[src/hdl/wpt_cfg.svh]
// Register offsets, field positions, reset values and fixed words of the trigger block
`ifndef WPT_CFG_SVH
`define WPT_CFG_SVH

// Register byte offsets inside the unit window
`define WPT_ADR_W          12
`define WPT_FCT0_OFF       12'h028
`define WPT_FCT1_OFF       12'h038
`define WPT_TBCTRL_OFF     12'h200
`define WPT_IRQ_STAT_OFF   12'h300
`define WPT_IRQ_MASK_OFF   12'h304
`define WPT_DEVCFG_OFF     12'hfc8

// Comparator function register fields
`define WPT_FN_LO          0
`define WPT_FN_W           4
`define WPT_DVE_BIT        8
`define WPT_SIZE_LO        10
`define WPT_SIZE_W         2
`define WPT_LINK_BIT       12
`define WPT_HIT_BIT        24

// Trace trigger control fields
`define WPT_KIND0_BIT      0
`define WPT_KIND1_BIT      1
`define WPT_COUNT_LO       28
`define WPT_COUNT_W        4
`define WPT_COUNT_VAL      4'h2

// Interrupt status and mask layout
`define WPT_IRQ_W          2
`define WPT_IRQ_HIT0_BIT   0
`define WPT_IRQ_HIT1_BIT   1

// Reset and fixed values
`define WPT_FN_RST         4'h0
`define WPT_SIZE_RST       2'h0
`define WPT_IRQ_RST        2'h0
`define WPT_DEVCFG_VAL     32'h0000_0000

`endif

[src/hdl/wpt_pkg.sv]
// Types shared by the watchpoint trace trigger block
`default_nettype none

package wpt_pkg;

  // Action select codes of a comparator function register
  typedef enum logic [3:0] {
    FN_OFF   = 4'b0000,
    FN_FETCH = 4'b0100,
    FN_READ  = 4'b0101,
    FN_WRITE = 4'b0110,
    FN_RDWR  = 4'b0111
  } fn_code_t;

  typedef logic [31:0] word_t;

endpackage : wpt_pkg

`default_nettype wire

[src/hdl/watchpoint_trace_trigger.sv]
// Watchpoint hit flags and trace start/stop trigger logic with a Wishbone register slave
`include "wpt_cfg.svh"
`default_nettype none

module watchpoint_trace_trigger (
  input  wire logic                     CORE_CLK,
  input  wire logic                     RST,
  // Wishbone classic slave
  input  wire logic                     WB_CYC_I,
  input  wire logic                     WB_STB_I,
  input  wire logic                     WB_WE_I,
  input  wire logic [`WPT_ADR_W-1:0]    WB_ADR_I,
  input  wire logic [3:0]               WB_SEL_I,
  input  wire wpt_pkg::word_t           WB_DAT_I,
  output var  wpt_pkg::word_t           WB_DAT_O,
  output var  logic                     WB_ACK_O,
  // Core bus access qualifiers, one cycle per access
  input  wire logic                     ACC_VALID,
  input  wire logic                     ACC_FETCH,
  input  wire logic                     ACC_WRITE,
  // Compare results from the comparator value and mask logic
  input  wire logic                     CMP0_ADDR_HIT,
  input  wire logic                     CMP0_DATA_HIT,
  input  wire logic                     CMP1_ADDR_HIT,
  // Trace master control enables
  input  wire logic                     TRACE_BEGIN_ENABLE,
  input  wire logic                     TRACE_HALT_ENABLE,
  // Comparator 0 data compare set-up for the value logic
  output var  logic                     DATA_COMPARE_ENABLE,
  output var  logic [`WPT_SIZE_W-1:0]   DATA_COMPARE_SIZE,
  output var  logic                     LINKED_COMPARATOR_SELECT,
  // Trace buffer triggers and interrupt
  output var  logic                     TRACE_BEGIN_PULSE,
  output var  logic                     TRACE_HALT_PULSE,
  output var  logic                     IRQ
);

  import wpt_pkg::*;

  // Byte lane mask from the Wishbone select lines
  function automatic word_t lane_mask(input logic [3:0] sel);
    word_t m;
    m = '0;
    for (int i = 0; i < 4; i++) begin
      m[i*8 +: 8] = {8{sel[i]}};
    end
    return m;
  endfunction : lane_mask

  // True when the access kind is one the action code selects
  // Reserved codes are kept as written but never hit, so a stray code stays harmless
  function automatic logic op_hit(input logic [3:0] fn, input logic fetch,
                                  input logic wr);
    logic r;
    r = 1'b0;
    case (fn)
      FN_FETCH: r = fetch;
      FN_READ:  r = !fetch && !wr;
      FN_WRITE: r = !fetch && wr;
      FN_RDWR:  r = !fetch;
      default:  r = 1'b0;                   // Disabled and reserved codes never hit
    endcase
    return r;
  endfunction : op_hit

  // Register state
  // Everything software can see lives here; reset clears all of it
  logic [3:0]             fn0_reg;
  logic [3:0]             fn0_next;
  logic [3:0]             fn1_reg;
  logic [3:0]             fn1_next;
  logic                   dve_reg;
  logic                   dve_next;
  logic [`WPT_SIZE_W-1:0] size_reg;
  logic [`WPT_SIZE_W-1:0] size_next;
  logic                   link_reg;
  logic                   link_next;
  logic                   kind0_reg;
  logic                   kind0_next;
  logic                   kind1_reg;
  logic                   kind1_next;
  logic                   hit0_reg;
  logic                   hit0_next;
  logic                   hit1_reg;
  logic                   hit1_next;
  logic                   hit0_prev_reg;
  logic                   hit1_prev_reg;
  logic [`WPT_IRQ_W-1:0]  irq_stat_reg;
  logic [`WPT_IRQ_W-1:0]  irq_stat_next;
  logic [`WPT_IRQ_W-1:0]  irq_mask_reg;
  logic [`WPT_IRQ_W-1:0]  irq_mask_next;
  logic                   begin_reg;
  logic                   begin_next;
  logic                   halt_reg;
  logic                   halt_next;
  logic                   ack_reg;
  word_t                  rdata_reg;
  word_t                  rdata_next;

  // Bus request decode; a request is taken at the edge where ack rises
  // Ack is registered, so each request costs one wait state; a strobe still
  // held after ack would be taken again, which the master avoids by dropping it
  wire logic  req_take  = WB_CYC_I && WB_STB_I && !ack_reg;
  wire logic  wr_take   = req_take && WB_WE_I;
  wire logic  rd_take   = req_take && !WB_WE_I;
  wire logic  at_fct0   = WB_ADR_I == `WPT_FCT0_OFF;
  wire logic  at_fct1   = WB_ADR_I == `WPT_FCT1_OFF;
  wire logic  at_tbctrl = WB_ADR_I == `WPT_TBCTRL_OFF;
  wire logic  at_stat   = WB_ADR_I == `WPT_IRQ_STAT_OFF;
  wire logic  at_mask   = WB_ADR_I == `WPT_IRQ_MASK_OFF;
  wire logic  at_devcfg = WB_ADR_I == `WPT_DEVCFG_OFF;
  wire word_t wmask     = lane_mask(WB_SEL_I);

  // Register images as software sees them
  // Fixed and read-only bits are tied here, so reads and merges agree on them
  word_t fct0_img;
  word_t fct1_img;
  word_t tbctrl_img;

  always_comb begin
    fct0_img = '0;
    fct0_img[`WPT_FN_LO +: `WPT_FN_W]     = fn0_reg;
    fct0_img[`WPT_DVE_BIT]                = dve_reg;
    fct0_img[`WPT_SIZE_LO +: `WPT_SIZE_W] = size_reg;
    fct0_img[`WPT_LINK_BIT]               = link_reg;
    fct0_img[`WPT_HIT_BIT]                = hit0_reg;
    // Only action code and flag exist; all else reads zero
    fct1_img = '0;
    fct1_img[`WPT_FN_LO +: `WPT_FN_W]     = fn1_reg;
    fct1_img[`WPT_HIT_BIT]                = hit1_reg;
    // Count field fixed, bits 27 to 2 stay zero
    tbctrl_img = '0;
    tbctrl_img[`WPT_COUNT_LO +: `WPT_COUNT_W] = `WPT_COUNT_VAL;
    tbctrl_img[`WPT_KIND0_BIT]                = kind0_reg;
    tbctrl_img[`WPT_KIND1_BIT]                = kind1_reg;
  end

  // Byte-lane merge of write data into the current images
  // Unselected lanes keep their old value in the images but write zero to the mask; read-only bits are never copied
  // back out of the merge, which is how writes to them are ignored
  wire word_t fct0_wr = (fct0_img & ~wmask) | (WB_DAT_I & wmask);
  wire word_t fct1_wr = (fct1_img & ~wmask) | (WB_DAT_I & wmask);
  wire word_t tbc_wr  = (tbctrl_img & ~wmask) | (WB_DAT_I & wmask);
  wire word_t irq_wr  = WB_DAT_I & wmask;

  // Software-written fields; comparator 1 keeps only its action code
  // Only one offset decodes per cycle, so one branch of the chain is enough
  // Interrupt status is not here: it mixes hardware sets with software clears
  always_comb begin
    fn0_next   = fn0_reg;
    dve_next   = dve_reg;
    size_next  = size_reg;
    link_next  = link_reg;
    fn1_next   = fn1_reg;
    kind0_next = kind0_reg;
    kind1_next = kind1_reg;
    irq_mask_next = irq_mask_reg;
    if (wr_take && at_fct0) begin
      fn0_next  = fct0_wr[`WPT_FN_LO +: `WPT_FN_W];
      dve_next  = fct0_wr[`WPT_DVE_BIT];
      size_next = fct0_wr[`WPT_SIZE_LO +: `WPT_SIZE_W];
      link_next = fct0_wr[`WPT_LINK_BIT];            // One bit: values 0 or 1 only
    end else if (wr_take && at_fct1) begin
      fn1_next  = fct1_wr[`WPT_FN_LO +: `WPT_FN_W];
    end else if (wr_take && at_tbctrl) begin
      kind0_next = tbc_wr[`WPT_KIND0_BIT];
      kind1_next = tbc_wr[`WPT_KIND1_BIT];
    end else if (wr_take && at_mask) begin
      irq_mask_next = irq_wr[`WPT_IRQ_W-1:0];
    end
  end

  // Match events of this cycle
  // Access qualifiers and compare results arrive on this clock and stand one
  // cycle, so they are used directly with no synchronising flops
  wire logic acc0      = ACC_VALID && op_hit(fn0_reg, ACC_FETCH, ACC_WRITE);
  // Comparator 1 address hit comes from its mask logic, so a range when masked
  wire logic link_hit  = link_reg ? CMP1_ADDR_HIT : 1'b1;
  wire logic cmp0_cond = dve_reg ? (CMP0_DATA_HIT && link_hit) : CMP0_ADDR_HIT;
  wire logic ev0       = acc0 && cmp0_cond;
  // Comparator 1 has no data compare; with its code zero it only feeds the link
  // Its address hit therefore serves both its own flag and comparator 0's link
  wire logic ev1       = ACC_VALID && op_hit(fn1_reg, ACC_FETCH, ACC_WRITE) && CMP1_ADDR_HIT;

  // Flags clear on a taken read, but a coincident match keeps them set
  // Set beats clear: a match in the read's cycle would otherwise be lost, since
  // the read returns the old flag and software would never see that match
  assign hit0_next = ev0 || (hit0_reg && !(rd_take && at_fct0));
  assign hit1_next = ev1 || (hit1_reg && !(rd_take && at_fct1));

  // Rising flag seen one cycle late, so the pulse lands the cycle after it sets
  // Edge on the flag rather than on the event: more matches while the flag
  // stands give no further triggers until software reads and clears it
  wire logic rise0 = hit0_reg && !hit0_prev_reg;
  wire logic rise1 = hit1_reg && !hit1_prev_reg;

  // Map each rise to start or stop by its kind bit
  wire logic want_begin = (rise0 && kind0_reg) || (rise1 && kind1_reg);
  wire logic want_halt  = (rise0 && !kind0_reg) || (rise1 && !kind1_reg);
  // Enables gate each trigger; start suppresses a same-cycle stop
  // Enables are sampled once, as the flag first reads high; turning one on
  // later does not replay a trigger that was already dropped
  assign begin_next = want_begin && TRACE_BEGIN_ENABLE;
  assign halt_next  = want_halt && TRACE_HALT_ENABLE && !begin_next;

  // Interrupt status: sticky, write one to clear, a new event wins
  // Status records flag rises, not the flags, so reading a function register
  // leaves the interrupt standing until software clears the status bit
  wire logic [`WPT_IRQ_W-1:0] irq_ev  = {rise1, rise0};
  wire logic [`WPT_IRQ_W-1:0] irq_clr = (wr_take && at_stat) ? irq_wr[`WPT_IRQ_W-1:0]
                                                             : `WPT_IRQ_RST;
  assign irq_stat_next = irq_ev | (irq_stat_reg & ~irq_clr);

  // Read data select; unmapped offsets read zero and still get ack
  // Data is zero outside the ack cycle, so a late sample never sees stale data
  always_comb begin
    rdata_next = '0;
    if (!rd_take) begin
      rdata_next = '0;
    end else if (at_fct0) begin
      rdata_next = fct0_img;
    end else if (at_fct1) begin
      rdata_next = fct1_img;
    end else if (at_tbctrl) begin
      rdata_next = tbctrl_img;
    end else if (at_stat) begin
      rdata_next[`WPT_IRQ_W-1:0] = irq_stat_reg;
    end else if (at_mask) begin
      rdata_next[`WPT_IRQ_W-1:0] = irq_mask_reg;
    end else if (at_devcfg) begin
      rdata_next = `WPT_DEVCFG_VAL;
    end
  end

  // Bus answer: one ack per request, data registered with it
  // Ack rises on the take edge itself, one cycle after the request; no other wait states exist
  always_ff @(posedge CORE_CLK or posedge RST) begin
    if (RST) begin
      ack_reg   <= 1'b0;
      rdata_reg <= '0;
    end else begin
      ack_reg   <= req_take;
      rdata_reg <= rdata_next;
    end
  end

  // Comparator set-up fields
  // Set-up fields drive the value logic directly, so they reset to a disabled unit
  always_ff @(posedge CORE_CLK or posedge RST) begin
    if (RST) begin
      fn0_reg  <= `WPT_FN_RST;
      fn1_reg  <= `WPT_FN_RST;
      dve_reg  <= 1'b0;
      size_reg <= `WPT_SIZE_RST;
      link_reg <= 1'b0;
    end else begin
      fn0_reg  <= fn0_next;
      fn1_reg  <= fn1_next;
      dve_reg  <= dve_next;
      size_reg <= size_next;
      link_reg <= link_next;
    end
  end

  // Trigger kind and interrupt registers
  // Both kinds reset to stop, so an early match can never start recording
  always_ff @(posedge CORE_CLK or posedge RST) begin
    if (RST) begin
      kind0_reg    <= 1'b0;
      kind1_reg    <= 1'b0;
      irq_stat_reg <= `WPT_IRQ_RST;
      irq_mask_reg <= `WPT_IRQ_RST;
    end else begin
      kind0_reg    <= kind0_next;
      kind1_reg    <= kind1_next;
      irq_stat_reg <= irq_stat_next;
      irq_mask_reg <= irq_mask_next;
    end
  end

  // Hit flags and their delayed copies
  // The delayed copies only serve edge detection; they reset low, so no false rise
  always_ff @(posedge CORE_CLK or posedge RST) begin
    if (RST) begin
      hit0_reg      <= 1'b0;
      hit1_reg      <= 1'b0;
      hit0_prev_reg <= 1'b0;
      hit1_prev_reg <= 1'b0;
    end else begin
      hit0_reg      <= hit0_next;
      hit1_reg      <= hit1_next;
      hit0_prev_reg <= hit0_reg;
      hit1_prev_reg <= hit1_reg;
    end
  end

  // Trigger pulses and interrupt line, all from flops
  // IRQ is built from next-state status and mask so the line moves in the same
  // cycle as the status register it reflects
  always_ff @(posedge CORE_CLK or posedge RST) begin
    if (RST) begin
      begin_reg <= 1'b0;
      halt_reg  <= 1'b0;
      IRQ       <= 1'b0;
    end else begin
      begin_reg <= begin_next;
      halt_reg  <= halt_next;
      IRQ       <= |(irq_stat_next & irq_mask_next);
    end
  end

  // Outputs are the registers themselves
  // No logic sits between these flops and the pins
  assign WB_ACK_O                 = ack_reg;
  assign WB_DAT_O                 = rdata_reg;
  assign TRACE_BEGIN_PULSE        = begin_reg;
  assign TRACE_HALT_PULSE         = halt_reg;
  assign DATA_COMPARE_ENABLE      = dve_reg;
  assign DATA_COMPARE_SIZE        = size_reg;
  assign LINKED_COMPARATOR_SELECT = link_reg;

endmodule : watchpoint_trace_trigger

`default_nettype wire

[config.mk]
export PLATFORM = sky130hd
export DESIGN_NAME = watchpoint_trace_trigger
export DESIGN_NICKNAME = d
export VERILOG_FILES = /design/src/hdl/wpt_pkg.sv /design/src/hdl/watchpoint_trace_trigger.sv
export VERILOG_INCLUDE_DIRS = /design/src /design/src/hdl
export SDC_FILE = /design/constraint.sdc
export NUM_CORES = 1
export LEC_CHECK = 0
export BUFFER_PORTS_ARGS = -buffer_cell sky130_fd_sc_hd__buf_2
export CAP_MARGIN = 20
export CORE_ASPECT_RATIO = 0.9
export CORE_UTILIZATION = 30
export DETAILED_ROUTE_END_ITERATION = 8
export PLACE_DENSITY = 0.68
export SLEW_MARGIN = 30
export SYNTH_ARGS = -nofsm -noshare
export SYNTH_HDL_FRONTEND = slang
export SYNTH_SLANG_ARGS = --single-unit
[constraint.sdc]
create_clock -name CORE_CLK -period 4.6 [get_ports CORE_CLK]
set_input_delay 0.23 -clock CORE_CLK [delete_from_list [all_inputs] [get_ports CORE_CLK]]
set_output_delay 0.23 -clock CORE_CLK [all_outputs]
set_load 0.02 [all_outputs]
# After elaboration in Yosys (flattened, before gate mapping)
# Index checks and enable logic that the tools add are counted.
op_classes:
  n_eq_ne: 13
  n_mux: 15
  bitwise: 14
  n_reduce_logical: 47
ops:
  columns: ["op", "n"]
  rows:
  - ["$mux W30", 4]
  - ["$eq A12 B10 Y1 const B", 3]
  - ["$eq A4 B3 Y1 const B", 8]
  - ["$logic_and A1 B1 Y1", 29]
  - ["$and A13 B13 Y13", 2]
  - ["$eq A12 B6 Y1 const B", 2]
  - ["$mux W2", 7]
  - ["$not A13 Y13", 1]
  - ["$or A13 B13 Y13", 1]
  - ["$logic_not A1 Y1", 11]
  - ["$pmux W1 S4", 2]
  - ["$and A2 B2 Y2", 3]
  - ["$and A4 B4 Y4", 1]
  - ["$logic_or A1 B1 Y1", 4]
  - ["$or A2 B2 Y2", 2]
  - ["$or A4 B4 Y4", 1]
  - ["$reduce_and A3 Y1", 1]
  - ["$mux W1", 2]
  - ["$not A1 Y1", 2]
  - ["$not A2 Y2", 1]
  - ["$reduce_and A2 Y1", 1]
  - ["$reduce_or A2 Y1", 1]
word_totals:
  reg_bits: 58
  inputBits: 61
  out_inout_bits: 40
  elab_cells: 107

# Logic depth before layout (Yosys ltp)
# Gate-level depths: netlist (run 1).
depth:
  word_depth: 10
  mapped_depth: 5
  ltp_nobuf: 4

# Worst setup path before layout (run 1)
# No wires, ideal clock.
synth_timing:
  kind: "register -> register"
  startpoint: "register ack_reg (netlist: WB_ACK_O)"
  endpoint: "register with a tool-made name"
  t_arrival_ns: 1.551
  required_time_ns: 4.475
  slack_ns: 2.924
  stages_incl_launch_ff: 5
  path_buffers: 0
  synth_period_minus_slack_ns: 1.676
  cell_sequence: "dfrtp_1 > and4b_1 > nand2_1 > nor4_2 > mux2_2"
synth_rtl:
  columns: ["item", "line_no", "rtl"]
  rows:
  - ["start: declaration", "watchpoint_trace_trigger.sv:96", "logic ack_reg;"]
  - ["start signal: assignment", "watchpoint_trace_trigger.sv:242", "ack_reg <= req_take;"]

==> run summary, run 1 <==
The post-route netlist has 39.4% of its cells at a drive strength greater than 1. The count of antenna-violating nets left after detailed routing is 0. The number of rows in the core area came out at 27. The via count is 1356.

The total of flip-flops plus latches after synthesis is 36. The shortest period the worst path allows came out at 1.76 ns. The final setup TNS is 0 ns.

The critical path launch point type is a flip-flop. The total leakage power is 0.00115 uW. The path class of the tightest hold or removal check is in2async.

The tree is rooted in a sky130_fd_sc_hd__clkbuf_8. During placement, the flow inserted port buffers numbering 52. The final critical-path share of the clock period is 38.2%.

The number of ports placed on the die boundary came out at 101. The initial antenna violation count is 0. The TritonCTS clock tree is yes. Dividing the detail-routed wire length by the instance count gives 12.4 um. The worst register-to-register path begins at WB_ACK_O$_DFF_PP0_. The remaining design rule violation count came out at 0. The slowest stage of the critical path belongs to the cell sky130_fd_sc_hd__dfrtp_1. The number of levels the H-tree was split into is 2. The count of mapped cells out of synthesis came out at 164. The number of sinks on the clock net is 36. The number of gates given a new drive strength after cts is 0.

The detailed placement HPWL came out at 3050 um. The total inserted antenna cells came out at 0. The maximum number of pins on one net before global-route repair is 37. The initial standard-cell utilization of the core came out at 31.0%.

The flow ran to the end, and the final reports show no timing, DRC or antenna violations. The maximum vdd ir drop is 0.0938 mV. STA classifies the critical path endpoint as a flip-flop. From left edge to right edge, the die measures 85.8 um.

The clock-pin slew on the worst setup and hold paths came out at 0.07 ns. The data required time of the critical path came out at 4.77 ns. The worst register-to-register path has a depth of 4. No sink is reached through more buffers than the 2 on the longest clock path. Traced cell by cell, the critical path runs through and4b_1 > nand2_1 > nor4_2 > mux2_2. Global routing consumed, over all layers together, 12.3% of the routing resources. The number of non-filler instances in the completed layout is 308. For this block, the initial DRC count from the detailed router was 73. The register-to-register path setup slack came out at 2.84 ns. The die footprint came out at 6640 um2. The library cell used most frequently in the layout, excluding fill and tap cells, is sky130_fd_sc_hd__buf_2. Setup violations remaining at the end of the flow were counted as 0. The detailed-route vias per instance came out at 4.40.

Buffers inserted during clock tree synthesis total 5. In this run, placement finished with an instance count of 300. The sequential power share is 52.0%. The number of hold violations in the final report is 0. The sequential area share after synthesis is 47.5%.

Hold repair after CTS inserted 0 buffers. The total area inside the core boundary comes to 6110 um2. The routability congestion estimate from global placement is 0.806. The post-route clock skew is 0.00360 ns. The number of search-and-repair iterations in the first detailed-routing pass is 4. The critical path is of the reg2reg type. The total wirelength of the detailed-routed design came out at 3830 um. The number of nets at the end of the flow came out at 281. The power density over the cells is 270 nW/um2.

For this run, the number of Yosys warnings is 0. The switching power share of the total came out at 25.0%. The first global-routing pass estimated 6230 um of wire. The top cell types in the final layout, fill and taps aside, are sky130_fd_sc_hd__buf_2 (52), sky130_fd_sc_hd__dfrtp_1 (36), sky130_fd_sc_hd__conb_1 (22), sky130_fd_sc_hd__mux2_2 (17), sky130_fd_sc_hd__nor2_1 (10). Setup repair after global routing left no endpoint under its margin. The cell area after technology mapping came out at 1900 um2. The largest delay contributor family on the critical path is simple AND/OR/NAND/NOR gates.

The top achievable clock speed came out at 569 MHz. The largest fanout on the critical path is 5. At the worst endpoint, the arrival time is 1.93 ns. The internal power consumption is 458 uW. The share of the core filled with cells came out at 37.1%.

The vertical die dimension came out at 77.4 um. The post-CTS setup-driven buffer insertion count is 0. The power dissipated by switching net loads came out at 153 uW. The number of distinct library cells after synthesis came out at 40. The clock network burns 37.7% of the power. The number of max-slew violations in the final report came to 0. Across the run, the number of max-cap violations was 0.

The largest stage delay on the critical path is 0.38 ns. The source-to-sink clock delay at the later pin of the worst-skew pair came out at 0.29 ns. The via count of the first global-routing pass is 1336. Averaged over all synthesized cells, the footprint is 11.6 um2. After global routing the overflow that remains totals 0. The critical path buffer and inverter count is 0.

The power share of the combinational group came out at 10.3%. The area growth from synthesis to layout is 19.5%.
-- worst max-delay path by stage --
stage / slack (ns) / from / end / depth (start not counted)
2_1_floorplan: 2.92 / WB_ACK_O$_DFF_PP0_ / flip-flop / 4
5_1_grt: 2.76 / WB_ACK_O$_DFF_PP0_ / flip-flop / 4
4_1_cts: 2.85 / WB_ACK_O$_DFF_PP0_ / flip-flop / 4
3_5_place_dp: 2.69 / WB_ADR_I[11] / flip-flop / 5
3_3_place_gp: 2.70 / WB_ADR_I[11] / flip-flop / 5
6_report: 2.84 / WB_ACK_O$_DFF_PP0_ / flip-flop / 4
-- cells in the mapped netlist (all sizes together) --
cell type	n	area, um2
and4b	1	10.0
o21ai	4	20.0
conb	1	3.75
a22oi	3	22.5
o32ai	2	17.5
o311a	2	20.0
nand3b	1	7.51
o22ai	3	18.8
or3b	2	17.5
inv	9	33.8
mux2i	4	40.0
a31oi	1	6.26
nor3	4	53.8
and2	5	31.3
or4	1	7.51
nor4	3	40.0
nor4bb	1	10.0
nand2b	4	25.0
nand4b	1	8.76
dfrtp	36	901
and3b	1	8.76
nor2b	5	31.3
o31a	1	8.76
nand3	1	5.00
nor2	10	37.5
nand2	4	15.0
o31ai	1	7.51
a21oi	3	15.0
clkbuf	1	3.75
mux2	19	214
nor4b	2	38.8
nand4	4	40.0
buf	24	175
-- logic make-up after synthesis --
| kind of cell | after synthesis | share of synthesized area [%] |
|---|---|---|
| buffers and inverters | 34 | 11.2 |
| and+or+nand+nor | 50 | 20.5 |
| muxes | 23 | 13.4 |
| DFF | 36 | 47.5 |
| AOI/OAI and AO/OA | 20 | 7.20 |
| other | 1 | 0.198 |
-- worst register-to-register path, stage by stage (launching register included) --
cell and delay, ns:
sky130_fd_sc_hd__dfrtp_1 0.38, sky130_fd_sc_hd__and4b_1 0.32, sky130_fd_sc_hd__nand2_1 0.21, sky130_fd_sc_hd__nor4_2 0.36, sky130_fd_sc_hd__mux2_2 0.38
-- routing by layer --
metal	routed length, um	up-vias	part of all wire (%)	global-route usage, %
li1	-	647	-	-
met3	199	6	5.2	3.51
met1	1660	659	43	14.4
met5	0	-	0	0
met2	1910	44	50	20.6
met4	64	0	1.7	6.00
-- power by group through the flow --
stage               logic (uW)  clock network [uW]  registers (uW)
floorplan                 52.4                   0             325
global placement          63.2                   0             324
detailed placement        63.6                   0             324
CTS                       63.7                 240             318
global route              69.5                 255             318
finish                    63.2                 230             318
-- final cells by class --
class                           count  area (um2)
Timing Repair Buffer               53         268
Sequential cell                    36         901
Clock buffer                        7        86.3
Multi-Input combinational cell    115         861
Tap cell                           87         109
Clock inverter                      1        7.51
Inverter                            9        33.8
Fill cell                         594        3850
-- metrics by stage --
stage	hold slack [ns]	area [um2]	setup slack, ns	total power [uW]
6_report	0.0299	2270	2.84	612
5_1_grt	0.0615	2270	2.76	642
4_1_cts	0.0462	2270	2.85	622
3_5_place_dp	0.359	2170	2.69	388
3_3_place_gp	0.367	2170	2.70	387
2_1_floorplan	0.352	1970	2.92	377
Note: power is estimated with default switching activity, not from simulation.
==> run 2: changes to the inputs <==
- PLACE_DENSITY: 0.68 -> 0.7
- clock period: 4.6 -> 1.6 ns (I/O delays scaled with it)
==> run 2 against run 1 <==
Compared with the run above: the run now ends with design-rule violations left; global-route usage grew 1.1 points; power rose to 2.9 times the previous value; via count rose by 6.1%; worst hold slack got worse by 0.021 ns; first-iteration DRC count down 30%; utilization rose by 3.2 points; design area grew 8.6%; register-to-register slack got worse by 2.8 ns; fmax rose by 13%; critical path type unchanged.
==> run summary, run 2 (synthesis results as in run 1) <==
Traced cell by cell, the critical path runs through and4b_2 > nand2_4 > nor3_4 > mux2_2. The global routing usage summed across all routing layers came out at 13.4% (+1.1 points). The shortest period the worst path allows came out at 1.56 ns (-0.198 ns). The routability congestion estimate from global placement came to 0.827 (+2.6%). The data arrival time at the worst-slack endpoint came out at 1.74 ns (-0.19 ns). The register-to-register path setup slack is 0.04 ns (-2.80 ns). The endpoint class of the critical path is a flip-flop. The number of ports placed on the die boundary was 101 (unchanged). STA classifies the critical path startpoint as a flip-flop. The maximum number of pins on one net before global-route repair came to 37 (unchanged). The die width was 85.8 um (unchanged). From synthesis to final layout, the design area changed by 29.8%.

The via count is 1439 (+6.1%). The core region area came out at 6110 um2 (unchanged). TritonCTS built the clock tree. The source-to-sink clock delay at the later pin of the worst-skew pair came out at 0.29 ns (about the same).

The initial standard-cell utilization of the core is 31.0% (unchanged). The critical path buffer and inverter count came out at 0 (unchanged). The power density over the cells is 729 nW/um2 (+170%). The number of sinks on the clock net is 36 (unchanged). The remaining design rule violation count came out at 4 (+4). The depth of the worst register-to-register path came to 4 (unchanged). The cell sitting at the root of the clock tree is a sky130_fd_sc_hd__clkbuf_8. The total inserted antenna cells is 0 (unchanged). The total wirelength of the detailed-routed design came out at 4220 um (+10%). The number of hold violations in the final report was 0 (unchanged). The launch instance of the worst register-to-register path is WB_ACK_O$_DFF_PP0_. The number of DRC markers in iteration 0 was 51 (-30%). The instance count after placement with tap cells included is 313 (+4.3%). The number of levels the H-tree was split into is 2 (unchanged). In this design, the largest share of critical-path delay is due to simple AND/OR/NAND/NOR gates. The final reports fail on design-rule violations. The remaining global-route overflow came out at 0 (unchanged).

The largest individual stage delay along the critical path comes from the cell sky130_fd_sc_hd__dfrtp_1. The number of search-and-repair iterations in the first detailed-routing pass came out at 8 (+4). The deepest clock path buffer count is 2 (unchanged). The number of non-filler instances in the completed layout is 327 (+6.2%). The via count of the first global-routing pass came out at 1420 (+6.3%). The share of final-layout standard cells stronger than drive strength 1 is 45.0% (+5.6 points). The clock-pin slew on the worst setup and hold paths came to 0.07 ns (about the same). The initial antenna violation count was 0 (unchanged). The final critical-path share of the clock period is 97.4% (+59 points). The run finished, with violations left.

The detailed placement HPWL is 3240 um (+6.4%). The count of endpoints failing setup in the final report came to 0 (unchanged). The maximum vdd ir drop is 0.262 mV (+180%). The data required time of the critical path is 1.78 ns (-2.99 ns). The largest stage delay on the critical path is 0.39 ns (about the same).

The vertical die dimension is 77.4 um (unchanged). The largest fanout on the critical path is 5 (unchanged). The die footprint came out at 6640 um2 (unchanged). The total leakage power came out at 0.00126 uW (+9.6%). The top achievable clock speed came out at 642 MHz (+13%). The critical path depth in cells is 4 (unchanged).

The count of antenna-violating nets left after detailed routing is 0 (unchanged). The class of the worst hold path is in2reg. The max-cap violation count came out at 0 (unchanged). The number of rows in the core area came to 27 (unchanged).

The critical path is of the reg2reg type. The routed wire length per instance is 12.9 um (+3.7%). The clock buffer count from CTS came to 5 (unchanged).

The first-pass GRT wire length is 6870 um (+10%). The smallest setup slack after layout came out at 0.0415 ns (-2.80 ns). The post-route total power came out at 1790 uW (+190%). Setup repair after global routing could not meet its margin everywhere.

The detailed-route vias per instance came out at 4.40 (about the same). The final hold slack came out at 0.00866 ns (-0.0213 ns). The post-route clock skew came out at 0.00457 ns (+0.000972 ns). The pre-CTS setup slack came out at -0.108 ns (-2.80 ns).

The number of nets at the end of the flow is 300 (+6.8%). The launching element of the worst setup path is WB_ACK_O$_DFF_PP0_. The count of buffers from port buffering came out at 52 (unchanged). The number of max-slew violations in the final report is 0 (unchanged). Leaving out fill and tap cells, the most frequent cell in the layout is sky130_fd_sc_hd__buf_2.

Leaving out fill and tap cells, the most frequent cells in the layout are sky130_fd_sc_hd__buf_2 (52), sky130_fd_sc_hd__dfrtp_1 (36), sky130_fd_sc_hd__conb_1 (22), sky130_fd_sc_hd__buf_4 (18), sky130_fd_sc_hd__mux2_2 (14).
[run 2: what timing repair did]
item	CTS	global route
hold buffers	2	0
pin swaps	1	1
gates resized for setup	6	2
buffers inserted	3	1
endpoints found under the hold margin	37	0
endpoints found under the setup margin	9	11
[run 2: where the power goes]
group,internal (uW),switching (uW)
combinational,71.5,133
clock,350,325
sequential,912,2.21
total,1330,460
[run 2: cell type report]
cell class	count	area [um2]
repair buffers	72	415
multi-input cells	115	907
well taps	87	109
clock inverters	1	7.51
clock buffers	7	86.3
fillers	597	3650
inverters	9	33.8
flip-flops and latches	36	901
[run 2: per-stage QoR]
step                      TNS (ns)  instance area (um2)  utilization (%)
after floorplan                  0                 1980                -
after global placement      -0.785                 2270             37.2
after detailed placement     -1.06                 2270             37.2
after CTS                  -0.0422                 2430             39.8
after global routing        -0.114                 2460             40.2
final                            0                 2460             40.2
[run 2: worst min-delay path by stage]
| stage | cells past startpoint | to | from | slack, ns |
|---|---|---|---|---|
| 6_report | 2 | flip-flop | WB_DAT_I[12] | 0.009 |
| 5_1_grt | 2 | TRACE_HALT_PULSE$_DFF_PP0_ | TRACE_HALT_ENABLE | 0.01 |
| 2_1_floorplan | 1 | TRACE_HALT_PULSE$_DFF_PP0_ | TRACE_HALT_ENABLE | 0.20 |
| 3_5_place_dp | 3 | WB_DAT_O[24]$_DFF_PP0_ | RST | 0.21 |
| 4_1_cts | 2 | flip-flop | WB_DAT_I[12] | 0.002 |
| 3_3_place_gp | 3 | WB_DAT_O[12]$_DFF_PP0_ | RST | 0.21 |
[run 2: routing by layer]
metal	up-vias	GRT usage, %	share of wire [%]
met1	697	16.2	42
met5	-	0	0
met4	0	4.00	0.78
met3	6	3.51	4.3
li1	689	-	-
met2	47	23.5	53
